## src/core/aisr_consts.vh

```
// register offsets, field positions, reset values and encodings for the accelerometer register bank
// assumes a byte-wide register port addressed by 8-bit offsets
`ifndef AISR_CONSTS_VH
`define AISR_CONSTS_VH
`define AISR_ADDR_STATUS 8'h14
`define AISR_ADDR_RANGE 8'h20
`define AISR_ADDR_X_AXIS_OFFSET_VALUE_LO 8'h21
`define AISR_ADDR_X_AXIS_OFFSET_VALUE_HI 8'h22
`define AISR_ADDR_X_AXIS_GAIN_VALUE_LO 8'h27
`define AISR_RANGE_RESET 8'h00
`define AISR_STATUS_RESET 8'h00
`define AISR_INTEN_SHAKE 3
`define AISR_INTEN_TILT35 4
`define AISR_INTEN_ACQ 7
`define AISR_MOT_ANYM 2
`define AISR_MOT_SHAKE 3
`define AISR_MOT_TILT35 4
`define AISR_ST_SHAKE 3
`define AISR_ST_TILT35 4
`define AISR_ST_FIFO 5
`define AISR_ST_ACQ 7
`define AISR_RNG_MSB 6
`define AISR_RNG_LSB 4
`define AISR_OUTPUT_FILTER_ENABLE_BIT 3
`define AISR_RNG_2G 3'h0
`define AISR_RNG_4G 3'h1
`define AISR_RNG_8G 3'h2
`define AISR_RNG_16G 3'h3
`define AISR_RNG_12G 3'h4
`define AISR_BW_1 3'h1
`define AISR_BW_2 3'h2
`define AISR_BW_3 3'h3
`define AISR_BW_5 3'h5
`endif

```

## src/core/aisr_regs.v

```verilog
// register bank: interrupt status, range/filter control, x offset with gain msb, offset path
// assumes reg_* port is synchronous to clk_sys; event strobes come from logic on the same clock
//
// What this block does, and what software must do
// shake flag needs int, shake, anymotion enables
// tilt35 flag needs int, tilt35, anymotion enables
// status bit one means pending
// fifo flag is OR of three flags
// acquire flag only awake and enabled
// outputs saturated two's complement results
// range field decodes 2,4,8,16,12 g
// bit 3 enables output low-pass filter
// bandwidth codes 1,2,3,5 valid, others reserved
// software writes zero to range bit 7
// signed offset added to x filter output
// high byte holds offset msbs, gain bit 8
// offset and gain loaded from otp
// software uses read-modify-write on shared bytes
// software avoids reserved range and bandwidth codes
`timescale 1ns/1ps
`include "aisr_consts.vh"

module aisr_regs (
   input wire clk_sys,
   input wire reset_n,
   input wire reg_wr,
   input wire reg_rd,
   input wire [7:0] reg_addr,
   input wire [7:0] reg_wdata,
   output reg [7:0] reg_rdata,
   input wire [7:0] int_enable,
   input wire [7:0] motion_control,
   input wire wake_state,
   input wire shake_event,
   input wire tilt35_event,
   input wire sample_event,
   input wire queue_full_flag,
   input wire queue_threshold_flag,
   input wire queue_empty_flag,
   input wire otp_load,
   input wire [14:0] otp_x_offset,
   input wire [8:0] otp_x_gain,
   input wire filt_valid,
   input wire signed [15:0] x_filter_out,
   output reg [15:0] x_axis_result,
   output reg x_result_valid,
   output reg [2:0] range_select,
   output reg range_reserved,
   output reg output_filter_enable,
   output reg [2:0] filter_bandwidth_select,
   output reg bandwidth_reserved,
   output reg [14:0] x_axis_offset_value,
   output reg [8:0] x_axis_gain_value
);

   // ********************************
   // status flags
   // ********************************
   reg [7:0] status;
   reg [7:0] range_scale_control;
   reg [7:0] next_status;
   wire st_wr = reg_wr && (reg_addr == `AISR_ADDR_STATUS);
   wire shake_ok = int_enable[`AISR_INTEN_SHAKE] && motion_control[`AISR_MOT_SHAKE]
                   && motion_control[`AISR_MOT_ANYM];
   wire tilt_ok = int_enable[`AISR_INTEN_TILT35] && motion_control[`AISR_MOT_TILT35]
                  && motion_control[`AISR_MOT_ANYM];
   wire acq_ok = wake_state && int_enable[`AISR_INTEN_ACQ];
   wire shake_set = shake_ok && shake_event;
   wire tilt_set = tilt_ok && tilt35_event;
   wire acq_set = acq_ok && sample_event;

   // software clears a flag by writing zero; a same-cycle event wins over the clear
   always @* begin
      next_status = st_wr ? (status & reg_wdata) : status;
      if (shake_set) begin
         next_status[`AISR_ST_SHAKE] = 1'b1;
      end
      if (tilt_set) begin
         next_status[`AISR_ST_TILT35] = 1'b1;
      end
      if (acq_set) begin
         next_status[`AISR_ST_ACQ] = 1'b1;
      end
      // combined queue flag follows its sources, not sticky
      next_status[`AISR_ST_FIFO] = queue_full_flag | queue_threshold_flag | queue_empty_flag;
      next_status[6] = 1'b0;
      next_status[2:0] = 3'h0;
   end

   always @(posedge clk_sys or negedge reset_n) begin
      if (!reset_n) begin
         status <= `AISR_STATUS_RESET;
      end else begin
         status <= next_status;
      end
   end

   // ********************************
   // range and offset registers
   // ********************************
   wire [7:0] x_axis_offset_value_hi = {x_axis_gain_value[8], x_axis_offset_value[14:8]};

   always @(posedge clk_sys or negedge reset_n) begin
      if (!reset_n) begin
         range_scale_control <= `AISR_RANGE_RESET;
         x_axis_offset_value <= 15'h0000;
         x_axis_gain_value <= 9'h000;
      end else if (otp_load) begin
         // trimmed values come back whenever the loader fires after power-up
         x_axis_offset_value <= otp_x_offset;
         x_axis_gain_value <= otp_x_gain;
      end else if (reg_wr) begin
         case (reg_addr)
            `AISR_ADDR_RANGE: begin
               // bit 7 kept zero whatever software sends
               range_scale_control <= {1'b0, reg_wdata[6:0]};
            end
            `AISR_ADDR_X_AXIS_OFFSET_VALUE_LO: begin
               x_axis_offset_value[7:0] <= reg_wdata;
            end
            `AISR_ADDR_X_AXIS_OFFSET_VALUE_HI: begin
               x_axis_offset_value[14:8] <= reg_wdata[6:0];
               x_axis_gain_value[8] <= reg_wdata[7];
            end
            `AISR_ADDR_X_AXIS_GAIN_VALUE_LO: begin
               x_axis_gain_value[7:0] <= reg_wdata;
            end
            default: begin
               x_axis_gain_value <= x_axis_gain_value;
            end
         endcase
      end
   end

   // ********************************
   // decoded controls
   // ********************************
   wire [2:0] rng = range_scale_control[`AISR_RNG_MSB:`AISR_RNG_LSB];
   wire [2:0] bw = range_scale_control[2:0];
   reg rng_bad;
   reg bw_bad;
   // reserved codes are not remapped; they pass through and raise a flag instead
   always @* begin
      case (rng)
         `AISR_RNG_2G: rng_bad = 1'b0;
         `AISR_RNG_4G: rng_bad = 1'b0;
         `AISR_RNG_8G: rng_bad = 1'b0;
         `AISR_RNG_16G: rng_bad = 1'b0;
         `AISR_RNG_12G: rng_bad = 1'b0;
         default: rng_bad = 1'b1;
      endcase
   end

   always @* begin
      case (bw)
         `AISR_BW_1: bw_bad = 1'b0;
         `AISR_BW_2: bw_bad = 1'b0;
         `AISR_BW_3: bw_bad = 1'b0;
         `AISR_BW_5: bw_bad = 1'b0;
         default: bw_bad = 1'b1;
      endcase
   end

   // ********************************
   // offset path and read port
   // ********************************
   // the 15-bit offset is sign-extended then added; sum saturates rather than wraps
   wire signed [16:0] x_sum = {x_filter_out[15], x_filter_out}
                              + {{2{x_axis_offset_value[14]}}, x_axis_offset_value};
   reg [15:0] x_sat;
   always @* begin
      if (x_sum[16:15] == 2'b01) begin
         x_sat = 16'h7fff;
      end else if (x_sum[16:15] == 2'b10) begin
         x_sat = 16'h8000;
      end else begin
         x_sat = x_sum[15:0];
      end
   end

   // ********************************
   // read multiplexer
   // ********************************
   reg [7:0] next_rdata;
   // read data holds between strobes so a slow host may sample it late
   always @* begin
      next_rdata = reg_rdata;
      if (reg_rd) begin
         case (reg_addr)
            `AISR_ADDR_STATUS: next_rdata = status;
            `AISR_ADDR_RANGE: next_rdata = range_scale_control;
            `AISR_ADDR_X_AXIS_OFFSET_VALUE_LO: next_rdata = x_axis_offset_value[7:0];
            `AISR_ADDR_X_AXIS_OFFSET_VALUE_HI: next_rdata = x_axis_offset_value_hi;
            `AISR_ADDR_X_AXIS_GAIN_VALUE_LO: next_rdata = x_axis_gain_value[7:0];
            default: next_rdata = 8'h00;
         endcase
      end
   end

   always @(posedge clk_sys or negedge reset_n) begin
      if (!reset_n) begin
         reg_rdata <= 8'h00;
         x_axis_result <= 16'h0000;
         x_result_valid <= 1'b0;
      end else begin
         reg_rdata <= next_rdata;
         x_result_valid <= filt_valid;
         if (filt_valid) begin
            x_axis_result <= x_sat;
         end
      end
   end

   // ********************************
   // decoded control outputs
   // ********************************
   // one register stage keeps every output straight from a flop, at one cycle of latency
   always @(posedge clk_sys or negedge reset_n) begin
      if (!reset_n) begin
         range_select <= 3'h0;
         range_reserved <= 1'b0;
         output_filter_enable <= 1'b0;
         filter_bandwidth_select <= 3'h0;
         bandwidth_reserved <= 1'b0;
      end else begin
         range_select <= rng;
         range_reserved <= rng_bad;
         output_filter_enable <= range_scale_control[`AISR_OUTPUT_FILTER_ENABLE_BIT];
         filter_bandwidth_select <= bw;
         bandwidth_reserved <= bw_bad;
      end
   end

endmodule // aisr_regs

```

## config.mk

```make
export PLATFORM = sky130hd
export DESIGN_NAME = aisr_regs
export DESIGN_NICKNAME = d
export VERILOG_FILES = /design/src/core/aisr_regs.v
export VERILOG_INCLUDE_DIRS = /design/src /design/src/core
export SDC_FILE = /design/constraint.sdc
export NUM_CORES = 1
export LEC_CHECK = 0
export ABC_AREA = 1
export ABC_CLOCK_PERIOD_IN_PS = 7000
export BUFFER_PORTS_ARGS = -buffer_cell sky130_fd_sc_hd__buf_2
export CORE_ASPECT_RATIO = 2
export CORE_UTILIZATION = 36
export CTS_CLUSTER_SIZE = 10
export DETAILED_ROUTE_END_ITERATION = 8
export MAX_ROUTING_LAYER = met4
export PLACE_DENSITY = 0.67
export RECOVER_POWER = 25
export SLEW_MARGIN = 10
export SYNTH_ARGS = -nofsm -noshare
export SYNTH_HDL_FRONTEND = slang
export SYNTH_SLANG_ARGS = --single-unit
export TNS_END_PERCENT = 20
```

## constraint.sdc

```tcl
create_clock -name clk_sys -period 7 [get_ports clk_sys]
set_clock_uncertainty 0.2 [all_clocks]
set_input_delay 1.4 -clock clk_sys [delete_from_list [all_inputs] [get_ports clk_sys]]
set_output_delay 1.4 -clock clk_sys [all_outputs]
set_load 0.01 [all_outputs]
```

==> flow_metrics.tcl <==
set metrics [dict create \
    ys_ff_latch 69 \
    drtIter0Drc 173 \
    clkTransAtPathRegs_ps 60 \
    yosysTopAreaCell "dfrtp_1" \
    timing.fmax_mhz 312.1 \
    fin_nets 777 \
    dp_hpwl_microns 9945 \
    ctsResizeCount 0 \
    drv_cap 0 \
    dr_total_vias 3986 \
    critical_path_required_ps 7020 \
    max_stage_delay_ps 410 \
    vias_per_cell 4.867 \
    reg2reg_depth 17 \
    ir_drop_uv 144.2 \
    syn_to_final_growth_pct 25.02 \
    place.gp.congestion 0.9071 \
    htreeDepth 3 \
    path_common_cell "nand2_1" \
    routed_wl_microns 12330 \
    clkLatencyLatePin_ps 340 \
    synth_flop_cell "dfrtp_1" \
    drive_above_1_share_pct 27.54 \
    rsz0062_at_grt "false" \
    worst_setup_path_start_kind "input port" \
    synth_nets 647 \
    end_kind "flip-flop" \
    final_util_pct 46.50 \
    setup_viol 0 \
    syn-cell-area_sq_um 4096 \
    cp.depth 18 \
    hold_viol 0 \
    post_drt_wl_per_cell_microns 15.06 \
    grt_util_met2_pct 40.67 \
    cts_root_buf "clkbuf_16" \
    busiest_layer "met2" \
    diodes 0 \
    initial_core_util_pct 37.20 \
    critPathKind "input port to flip-flop" \
    pre_cts_slack_ps 3456 \
    overflow 0 \
    drc 0 \
    status "finished clean" \
    synthTopCellsByArea "dfrtp_1 42%, nand2_1 18%, a21oi_1 5.1%" \
    yosysTopAreaCellShare_pct 42.15 \
    drv_slew 0 \
    antenna_found_initial 0 \
    cts_buffers 9 \
    maxSlewHeadroom_pct 32.95 \
    coreArea_sq_um 11010 \
    dr.pass1.iters 4 \
    synthesis.instances 545 \
    cp_slowest_cell "fa_1" \
    setup_tns_ps 0 \
    synth_edf_count 0 \
    grtUsageMet3_pct 3.821 \
    std_cell_rows 54 \
    critical-path-top-delay-family "simple AND/OR/NAND/NOR gates" \
    die-area_sq_um 11840 \
    design_area_sq_um 5121 \
    hold_buffers 0 \
    die_w_microns 77.43 \
    postCtsSetupBuffers 0 \
    ant_nets 0 \
    placed_cells 804 \
    ctsLongestPathBuffers 2 \
    grt_max_degree 70 \
    path_buf_inv 3 \
    grt_use_total_pct 22.37 \
    io_buffers 132 \
    place_area_sq_um 4851 \
    path_cells "buf_2 > ha_1 > inv_1 > fa_1 > inv_1 > nand2_1 > nand2_1 > nand3_1 > nand2_2 > nand2_2 > nand2_2 > nand2_4 > nand2_4 > nand2_4 > nand2_1 > nand2_1 > nand2_1 > nand2_1" \
    yosys_warnings 0 \
    tightest_slew_ps 1006 \
    crit_fanout 13 \
    avgSynthCellArea_sq_um 7.516 \
    use_met1_pct 22.50 \
    setup_ws_ps 3796 \
    yosysSeqAreaShare_pct 42.15 \
    fin_crit_sh_pct 45.77 \
    cts.sinks 69 \
    n_fill_cell 1120 \
    synth_cell_types 37 \
    power_density_nw_per_um2 243.7 \
    grt_pass1_vias 3906 \
    io_pins 143 \
    instances_no_fill 819 \
    die_y_microns 152.9 \
    min_path_type "flip-flop to flip-flop" \
    min_period_ps 3204 \
    hold_path_depth 0 \
    cts_tree "yes" \
    grt_pass1_wl_microns 19620 \
    hold_slack_ps 211.1 \
    synthArstFlopShare_pct 100.0 \
    p_total_mw 1.248 \
    crit_arrival_ps 3220 \
    p_leak_nw 2.843 \
]
[power breakdown]
group | switching, mW | internal [mW]
Combinational | 0.221 | 0.136
Sequential | 0.0359 | 0.446
Clock | 0.172 | 0.237
Total | 0.429 | 0.819
[routing by layer]
layer,vias up,share of wire (%)
li1,2015,-
met1,1813,37
met2,130,55
met3,28,3.8
met4,0,3.9
met5,-,0
[synth_stat cells, types with 3 or more instances]
library cell / count
ha_1: 16
clkbuf_1: 5
nand4_1: 7
a21oi_1: 42
nor3_1: 3
and2_1: 4
inv_2: 7
nand2_1: 199
dfrtp_1: 69
nand3_1: 23
inv_1: 47
nand2_4: 5
xor2_1: 8
nor2_1: 19
nand2_2: 19
buf_2: 4
o21ai_1: 16
o21ai_0: 27
[path summary, 6_finish.rpt]
| path | startpoint | endpoint | slack, ps |
|---|---|---|---|
| worst max-delay path | x_filter_out[0] | x_axis_result[3] | 3800 |
| worst min-delay path | range_scale_control[3] | output_filter_enable | 210 |
| worst max register to register | x_axis_offset_value[0] | x_axis_result[3] | 4440 |
| worst min register to register | range_scale_control[3] | output_filter_enable | 210 |
| max in group asynchronous | reset_n | reg_rdata[0] | 4950 |
| min in group asynchronous | reset_n | x_axis_result[12] | 1060 |
[cell type report]
class                   instances  area, sq um  area share, %
flip-flops and latches         69         1727          33.72
repair buffers                133        666.9          13.02
multi-input cells             407         2081          40.63
well taps                     140        175.2          3.420
inverters                      55        206.4          4.031
clock buffers                   9        225.2          4.398
clock inverters                 6        40.04         0.7818
[sequential cells by signal, summed over array words and instances (netlist names)]
register and cells:
x_axis_result 16, x_axis_offset_value 15, x_axis_gain_value 9, reg_rdata 8, range_scale_control 7, status 4, filter_bandwidth_select 3, range_select 3
bandwidth_reserved 1, output_filter_enable 1, range_reserved 1, x_result_valid 1
[cell usage in the layout (no fill, tap or decap), drive strengths merged, types with 2 or more instances in the layout]
master / netlist / final
or2: 2 / 2
dfrtp: 69 / 69
ha: 16 / 16
o21ai: 43 / 43
inv: 54 / 55
clkbuf: 5 / 10
a21oi: 44 / 44
buf: 8 / 132
xor2: 8 / 8
nand4: 8 / 8
clkinv: 1 / 5
nor2: 19 / 19
o21bai: 2 / 2
nor3: 6 / 6
nand3: 25 / 25
and2: 4 / 4
nand2: 223 / 223
[cells by family after synthesis]
logic type,synth area share (%)
AND/OR/NAND/NOR,31.61
AO/OA/AOI/OAI,11.73
buffers and inverters,7.208
flip-flops,42.15
adder cells (fa/ha/maj),5.376
XOR/XNOR,1.924
(Power assumes the default switching activity.)
